### src/design/dscp_pkg.sv
package dscp_pkg;

	localparam int WORD_W = 18;

	// Control word field positions
	localparam int FORCE_KIND_POS = 17;
	localparam int GAIN_POL_POS = 16;
	localparam int GAIN_HIGH_POS = 15;
	localparam int GAIN_LOW_POS = 14;
	localparam int RANGE_EXT_POS = 13;
	localparam int RANGE_MID_POS = 12;
	localparam int RANGE_LOW_POS = 11;
	localparam int CLAMP_POS = 10;
	localparam int RESERVED_POS = 9;
	localparam int FORCE_OE_POS = 8;
	localparam int MEAS_HIZ_POS = 7;
	localparam int CMP_HIZ_POS = 6;
	localparam int LEAD_HIGH_POS = 5;
	localparam int LEAD_LOW_POS = 4;
	localparam int BYPASS_HIGH_POS = 3;
	localparam int BYPASS_LOW_POS = 2;
	localparam int STAGE_LOAD_POS = 1;
	localparam int ACTIVE_LOAD_POS = 0;

	// Power-up word decodes to hi-Z force mode and disabled measure outputs, with comparator hi-Z off
	localparam logic [17:0] WORD_RESET = 18'h00000;

	// Timing
	localparam int CLK_PERIOD_NS = 10;
	localparam int CS_MIN_LOW_NS = 40;
	localparam int CS_MIN_LOW_CYC = (CS_MIN_LOW_NS + CLK_PERIOD_NS - 1) / CLK_PERIOD_NS;
	localparam int CS_CNT_W = 4;
	localparam logic [3:0] CS_CNT_MAX = 4'hF;
	localparam logic [3:0] CS_MIN_LOW_CNT = 4'(CS_MIN_LOW_CYC);

	// Pin synchroniser: {sclk, din, cs_n, load_n, measure_hiz_pin_n}
	localparam int SYNC_W = 5;
	localparam logic [4:0] SYNC_RESET = 5'h06;

	typedef enum logic [1:0] {
		mode_hiz,
		mode_slave_current,
		mode_voltage_forcing,
		mode_current_forcing
	} dscp_mode_t;

	typedef enum logic [2:0] {
		range_d,
		range_c,
		range_b,
		range_a,
		range_external
	} dscp_range_t;

	typedef enum logic [1:0] {
		gain_x1,
		gain_x2,
		gain_x6,
		gain_unused
	} dscp_gain_t;

	function automatic dscp_range_t decode_range(input logic [2:0] code);
		if (code[2]) begin
			return range_external;
		end
		case (code[1:0])
			2'h0: return range_d;
			2'h1: return range_c;
			2'h2: return range_b;
			default: return range_a;
		endcase
	endfunction : decode_range

	function automatic dscp_mode_t decode_mode(input logic force_oe, input logic force_kind);
		case ({force_oe, force_kind})
			2'h0: return mode_hiz;
			2'h1: return mode_slave_current;
			2'h2: return mode_voltage_forcing;
			default: return mode_current_forcing;
		endcase
	endfunction : decode_mode

	function automatic dscp_gain_t decode_gain(input logic [1:0] code);
		case (code)
			2'h0: return gain_x1;
			2'h1: return gain_x2;
			2'h2: return gain_x6;
			default: return gain_unused;
		endcase
	endfunction : decode_gain

endpackage : dscp_pkg

### src/design/dscp_sync.sv
`timescale 1ns/1ps
module dscp_sync (
	input wire logic clk_in,
	input wire logic rst_in,
	input wire logic [4:0] async_in,
	output logic [4:0] sync_out
);
	logic [4:0] meta;
	logic [4:0] next_meta;
	logic [4:0] next_sync;

	// First stage feeds only the second stage
	always_comb begin
		next_meta = async_in;
		next_sync = meta;
		if (rst_in) begin
			next_meta = dscp_pkg::SYNC_RESET;
			next_sync = dscp_pkg::SYNC_RESET;
		end
	end

	always_ff @(posedge clk_in) begin
		meta <= next_meta;
		sync_out <= next_sync;
	end
endmodule : dscp_sync

### src/design/dscp_shift.sv
`timescale 1ns/1ps
module dscp_shift (
	input wire logic clk_in,
	input wire logic rst_in,
	input wire logic shift_en_in,
	input wire logic fall_en_in,
	input wire logic bit_in,
	output logic [17:0] word_out,
	output logic dout_out
);
	logic [17:0] next_word;
	logic next_dout;

	always_comb begin
		next_word = word_out;
		next_dout = dout_out;
		if (shift_en_in) begin
			next_word = {word_out[16:0], bit_in};
		end
		// Oldest bit leaves on the falling edge so a chained part samples it on the next rise
		if (fall_en_in) begin
			next_dout = word_out[17];
		end
		if (rst_in) begin
			next_word = dscp_pkg::WORD_RESET;
			next_dout = 1'b0;
		end
	end

	always_ff @(posedge clk_in) begin
		word_out <= next_word;
		dout_out <= next_dout;
	end
endmodule : dscp_shift

### src/design/dscp_serial_control_port.sv
// Summary of operation
// - The 18-bit word holds mode, gain, range, clamp, hi-Z, compensation and transfer fields.
// - Bits 1 and 0 choose the register transfer, done when chip select rises.
// - Both transfer bits zero: staging and active registers stay unchanged.
// - Bits 01: staging register is copied into the active register.
// - Bits 10: shift word goes into staging only.
// - Bits 11: shift word goes into staging and active.
// - Load strobe low at chip select rise passes staged word into active too.
// - A clockless chip select pulse of minimum width copies staging into active.
// - Range field decodes to D, C, B, A, or external when bit 13 set.
// - Gain field sets gain 1, 2 or 6; bit 16 negates force gain.
// - Bits 8 and 17 pick hi-Z, slave current, voltage or current forcing.
// - Measure hi-Z depends jointly on bit 7 and the measure hi-Z pin.
// - Serial output replays shifted bits in order, 18 clocks behind the input.
// - Serial output changes on the falling serial clock edge.
// - Only the active register drives the decoded controls.
// - A low load strobe copies staging into active without the serial clock.
// - Measure outputs are enabled only when bit 7 and the pin are both one.
`timescale 1ns/1ps
module dscp_serial_control_port (
	input wire logic clk_in,
	input wire logic rst_in,
	input wire logic sclk_in,
	input wire logic din_in,
	input wire logic cs_n_in,
	input wire logic load_n_in,
	input wire logic measure_hiz_pin_n_in,
	output logic dout_out,
	output logic [17:0] staging_word_out,
	output logic [17:0] active_word_out,
	output dscp_pkg::dscp_mode_t mode_out,
	output dscp_pkg::dscp_range_t range_out,
	output dscp_pkg::dscp_gain_t gain_out,
	output logic force_gain_negative_out,
	output logic clamp_enable_out,
	output logic measure_enable_out,
	output logic comparator_hiz_out,
	output logic [1:0] lead_comp_out,
	output logic [1:0] bypass_comp_out
);
	logic sclk_s;
	logic din_s;
	logic cs_n_s;
	logic load_n_s;
	logic measure_hiz_pin_n_s;

	dscp_sync u_sync (
		.clk_in(clk_in),
		.rst_in(rst_in),
		.async_in({sclk_in, din_in, cs_n_in, load_n_in, measure_hiz_pin_n_in}),
		.sync_out({sclk_s, din_s, cs_n_s, load_n_s, measure_hiz_pin_n_s})
	);

	// Frame tracking
	logic sclk_q;
	logic cs_n_q;
	logic saw_clk;
	logic [3:0] low_cnt;
	logic next_sclk_q;
	logic next_cs_n_q;
	logic next_saw_clk;
	logic [3:0] next_low_cnt;
	logic sclk_rise;
	logic sclk_fall;
	logic cs_fall;
	logic cs_rise;
	logic shift_en;
	logic fall_en;
	logic frame_done;
	logic quick_load;

	always_comb begin
		sclk_rise = sclk_s & ~sclk_q;
		sclk_fall = ~sclk_s & sclk_q;
		cs_fall = ~cs_n_s & cs_n_q;
		cs_rise = cs_n_s & ~cs_n_q;
		shift_en = sclk_rise & ~cs_n_s;
		fall_en = sclk_fall & ~cs_n_s;
		frame_done = cs_rise & saw_clk;
		quick_load = cs_rise & ~saw_clk & (low_cnt >= dscp_pkg::CS_MIN_LOW_CNT);
	end

	always_comb begin
		next_sclk_q = sclk_s;
		next_cs_n_q = cs_n_s;
		next_saw_clk = saw_clk;
		next_low_cnt = low_cnt;
		if (cs_fall) begin
			next_saw_clk = shift_en;
			next_low_cnt = 4'h1;
		end else if (!cs_n_s) begin
			// Any edge count marks a data frame, not only a full word
			if (shift_en) begin
				next_saw_clk = 1'b1;
			end
			if (low_cnt != dscp_pkg::CS_CNT_MAX) begin
				next_low_cnt = low_cnt + 4'h1;
			end
		end
		if (rst_in) begin
			next_sclk_q = 1'b0;
			next_cs_n_q = 1'b1;
			next_saw_clk = 1'b0;
			next_low_cnt = 4'h0;
		end
	end

	always_ff @(posedge clk_in) begin
		sclk_q <= next_sclk_q;
		cs_n_q <= next_cs_n_q;
		saw_clk <= next_saw_clk;
		low_cnt <= next_low_cnt;
	end

	logic [17:0] shift_word;

	dscp_shift u_shift (
		.clk_in(clk_in),
		.rst_in(rst_in),
		.shift_en_in(shift_en),
		.fall_en_in(fall_en),
		.bit_in(din_s),
		.word_out(shift_word),
		.dout_out(dout_out)
	);

	// Staging, active and decoded controls
	logic [17:0] next_staging;
	logic [17:0] next_active;
	dscp_pkg::dscp_mode_t next_mode;
	dscp_pkg::dscp_range_t next_range;
	dscp_pkg::dscp_gain_t next_gain;
	logic next_negative;
	logic next_clamp;
	logic next_meas_en;
	logic next_cmp_hiz;
	logic [1:0] next_lead;
	logic [1:0] next_bypass;

	always_comb begin
		next_staging = staging_word_out;
		next_active = active_word_out;
		if (frame_done) begin
			if (shift_word[dscp_pkg::STAGE_LOAD_POS]) begin
				next_staging = shift_word;
			end
			if (shift_word[dscp_pkg::ACTIVE_LOAD_POS]) begin
				if (shift_word[dscp_pkg::STAGE_LOAD_POS]) begin
					next_active = shift_word;
				end else begin
					next_active = staging_word_out;
				end
			end
			// Code 00 falls through with both registers held
		end
		if (quick_load) begin
			next_active = staging_word_out;
		end
		// Transparent while low, so a word staged in this cycle passes straight on
		if (!load_n_s) begin
			next_active = next_staging;
		end
		// Decodes are taken from the active word, with the measure hi-Z pin also gating measure enable
		next_mode = dscp_pkg::decode_mode(next_active[dscp_pkg::FORCE_OE_POS],
			next_active[dscp_pkg::FORCE_KIND_POS]);
		next_range = dscp_pkg::decode_range(next_active[dscp_pkg::RANGE_EXT_POS:dscp_pkg::RANGE_LOW_POS]);
		next_gain = dscp_pkg::decode_gain(next_active[dscp_pkg::GAIN_HIGH_POS:dscp_pkg::GAIN_LOW_POS]);
		next_negative = next_active[dscp_pkg::GAIN_POL_POS];
		next_clamp = next_active[dscp_pkg::CLAMP_POS];
		next_meas_en = next_active[dscp_pkg::MEAS_HIZ_POS] & measure_hiz_pin_n_s;
		next_cmp_hiz = next_active[dscp_pkg::CMP_HIZ_POS];
		next_lead = next_active[dscp_pkg::LEAD_HIGH_POS:dscp_pkg::LEAD_LOW_POS];
		next_bypass = next_active[dscp_pkg::BYPASS_HIGH_POS:dscp_pkg::BYPASS_LOW_POS];
		if (rst_in) begin
			next_staging = dscp_pkg::WORD_RESET;
			next_active = dscp_pkg::WORD_RESET;
			next_mode = dscp_pkg::mode_hiz;
			next_range = dscp_pkg::range_d;
			next_gain = dscp_pkg::gain_x1;
			next_negative = 1'b0;
			next_clamp = 1'b0;
			next_meas_en = 1'b0;
			next_cmp_hiz = 1'b0;
			next_lead = 2'h0;
			next_bypass = 2'h0;
		end
	end

	always_ff @(posedge clk_in) begin
		staging_word_out <= next_staging;
		active_word_out <= next_active;
		mode_out <= next_mode;
		range_out <= next_range;
		gain_out <= next_gain;
		force_gain_negative_out <= next_negative;
		clamp_enable_out <= next_clamp;
		measure_enable_out <= next_meas_en;
		comparator_hiz_out <= next_cmp_hiz;
		lead_comp_out <= next_lead;
		bypass_comp_out <= next_bypass;
	end
endmodule : dscp_serial_control_port

### config.mk
export PLATFORM = sky130hd
export DESIGN_NAME = dscp_serial_control_port
export DESIGN_NICKNAME = d
export VERILOG_FILES = /design/src/design/dscp_pkg.sv /design/src/design/dscp_sync.sv /design/src/design/dscp_shift.sv /design/src/design/dscp_serial_control_port.sv
export SDC_FILE = /design/constraint.sdc
export NUM_CORES = 1
export LEC_CHECK = 0
export BUFFER_PORTS_ARGS = -buffer_cell sky130_fd_sc_hd__buf_2
export CAP_MARGIN = 0
export CORE_ASPECT_RATIO = 0.9
export CORE_MARGIN = 4
export CORE_UTILIZATION = 45
export CTS_BUF_LIST = sky130_fd_sc_hd__clkbuf_8
export DETAILED_ROUTE_END_ITERATION = 8
export PLACE_DENSITY = 0.66
export SLEW_MARGIN = 40
export SYNTH_ARGS = -nofsm -noshare
export SYNTH_HDL_FRONTEND = slang
export SYNTH_SLANG_ARGS = --single-unit
### constraint.sdc
create_clock -name clk_in -period 4.05 [get_ports clk_in]
set_input_delay 0.81 -clock clk_in [delete_from_list [all_inputs] [get_ports clk_in]]
set_output_delay 0.81 -clock clk_in [all_outputs]
set_load 0.02 [all_outputs]
==> out/metrics.cfg <==
[global_route]
first_global_vias = 2490
grt_overflow_total = 0
antenna_found_initial = 0
grt_max_degree = 59
grt_pass1_wl_um = 12100
grtUsageTotal = 0.175

[layout]
area_growth_pct = 13.0
antenna_cells = 0
fillers = 706
finish.instance_area_mm2 = 0.00375
fin_nets = 414
fin_util = 0.528
drive_gt1_frac = 0.226

[sta]
fin_tns_setup_ns = 0
max_slew_margin = 0.448
finClkSkew_ns = 0.0106
tightest_slew_ns = 0.828
drv_slew = 0
fmax_ghz = 0.471
finalSetupViolCount = 0
hold_viol = 0
finalCritPeriodShare = 0.525
period_minus_slack_ns = 2.12
rsz0062_at_grt = false

[critical_path]
crit_arrival_ns = 2.43
cp_data_required_time_ns = 4.36
path_delay_family = simple AND/OR/NAND/NOR gates
cp-end-kind = flop
ff2ff_path_depth = 4
r2r-end = range_out[0]$_SDFF_PP0_
path_buf_inv = 0
path_cells = and4b_1 -> mux2_4 -> o221ai_2 -> and2_1
start_kind = flop
critPathMaxStageDelay_ns = 0.81
ff2ff_setup_slack_ns = 1.93
path_class = flop to flop
r2r_start = u_sync.sync_out[2]$_SDFF_PP1_
crit_slowest_cell = and4b_1
crit_path_max_fanout = 17

[clocking]
cts_buffers = 9
post_cts_buffers = 0
cts-resized-gates = 0
clk_pin_slew_ns = 0.08
clk_path_buf_depth = 2
cts_root_buf = clkbuf_8
cts_hold_buffers = 0
htreeDepth = 3
clock_sinks = 80
tritoncts = yes
clk_latency_ns = 0.36

[route]
drc = 0
first_pass_iters = 5
dr.first_iter.drc_count = 234
detail-route-antenna-nets = 0
finalWirelength_um = 7370
vias_per_cell = 5.40
wl_per_cell_um = 14.6
vias = 2724

[floorplan]
start_util = 0.467
core_mm2 = 0.00711
num_rows = 29
die_h_um = 89.5
die-area_mm2 = 0.00882
top_level_ports = 59
die_w_um = 98.6

[run_status]
status = complete, no violations

[yosys]
synth_edf_count = 0
yosys.area.top_type = dfxtp_1
synth-seq-cells = 80
synth_area_mm2 = 0.00332
synthTopCellsByArea = dfxtp_1, nand2_1, a21oi_1, a32oi_1, mux2i_1
syn_nets = 374
yosysWarnings = 0
netlist_instances = 366
async_flop_share = 0
synth.avg_cell_area_um2 = 9.07
yosys.area.top_type_share = 0.482
ys_top_cells_by_count = dfxtp_1, nand2_1, a21oi_1, nor2_1
ys_types = 46
yosysMostFrequentCell = dfxtp_1
yosysSeqAreaShare = 0.482
yosys_most_used_dff = dfxtp_1

[pwr]
finalPower_uw = 1420
power.density_mw_per_mm2 = 379
p_leak_uw = 0.00149
peakVddDrop_uv = 275

[placement]
portBuffers = 58
globalplace.congestion = 0.879
postPlaceCellArea_mm2 = 0.00356
post-dp-hpwl_um = 4990

[min_path]
min_path_cells = 1
hold_start = u_sync.meta[2]$_SDFF_PP1_
holdPathEnd = u_sync.sync_out[2]$_SDFF_PP1_
hp-class = flop to flop

[flow_run]
maxCapViolations = 0

## flip-flops by register name (all words and copies together), names as in the netlist
name,count
saw_clk,1
mode_out,2
active_word_out,18
measure_enable_out,1
u_sync.sync_out,5
gain_out,2
cs_n_q,1
range_out,3
u_shift.word_out,18
low_cnt,4
sclk_q,1
u_shift.dout_out,1
staging_word_out,18
u_sync.meta,5
## logic make-up after synthesis
| family | share of synthesized area |
|---|---|
| buf+inv | 0.0595 |
| compound gates | 0.172 |
| fa+ha+maj | 0.00377 |
| simple gates | 0.226 |
| mux | 0.0490 |
| flops | 0.482 |
| xor+xnor | 0.00791 |
## worst reg2reg max path, delay by kind of cell (launching register included)
| family | cells | cell delay (ns) |
|---|---|---|
| and+or+nand+nor | 2 | 0.97 |
| DFF | 1 | 0.53 |
| muxes | 1 | 0.36 |
| AOI/OAI and AO/OA | 1 | 0.21 |
## cell type report
class | instances | area (um2) | area share
inverter | 3 | 11.3 | 0.00300
multi-input combinational | 252 | 1520 | 0.405
sequential | 80 | 1600 | 0.427
tap | 93 | 116 | 0.0310
timing repair buffer | 60 | 305 | 0.0814
clock inverter | 7 | 72.6 | 0.0193
clock buffer | 9 | 124 | 0.0330
## layout by cell type, fill, tap and decap left out, drive strengths merged, types with 2 or more instances in the layout
cell type	n
o2bb2ai	4
clkinvlp	2
o211ai	2
or2	7
inv	3
nor2	17
a211oi	2
and4b	2
mux2i	11
and2	4
clkbuf	9
a21oi	44
nand3b	13
o21ai	6
nor2b	10
xor2	2
nand2	76
buf	60
clkinv	4
a32oi	13
o2111ai	4
nand2b	6
or4	2
mux2	4
nor3b	6
o32ai	2
dfxtp	80
o221ai	2
## per-stage QoR
step	setup slack (ns)	cells	hold slack, ns
after floorplan	2.18	366	0.389
after global placement	1.67	488	0.394
after detailed placement	1.62	488	0.394
after CTS	1.88	504	0.411
after global routing	1.67	504	0.431
final	1.93	504	0.411
## where the power goes
part	leakage [uW]	internal, uW	switching (uW)	total, uW
Sequential	0.000647	793	6.43	800
Combinational	0.000745	14.6	28.3	42.9
Clock	0.0000952	284	296	581
## worst max path at each step
stage | start | to | cells after the start
2_1_floorplan | rst_in | measure_enable_out$_SDFF_PP0_ | 6
3_3_place_gp | rst_in | mode_out[0]$_SDFF_PP0_ | 6
3_5_place_dp | rst_in | active_word_out[8]$_SDFF_PP0_ | 6
4_1_cts | u_shift.word_out[1]$_SDFFE_PP0P_ | active_word_out[4]$_SDFFE_PP0P_ | 4
5_1_grt | u_shift.word_out[1]$_SDFFE_PP0P_ | active_word_out[2]$_SDFFE_PP0P_ | 4
6_report | u_sync.sync_out[2]$_SDFF_PP1_ | range_out[0]$_SDFF_PP0_ | 4
## metal layers
metal  share of wire  track usage
met5               0            0
met3           0.077       0.0663
met4          0.0075       0.0447
met1            0.46        0.230
met2            0.45        0.274
No activity file was read; power rests on OpenSTA's default activity.
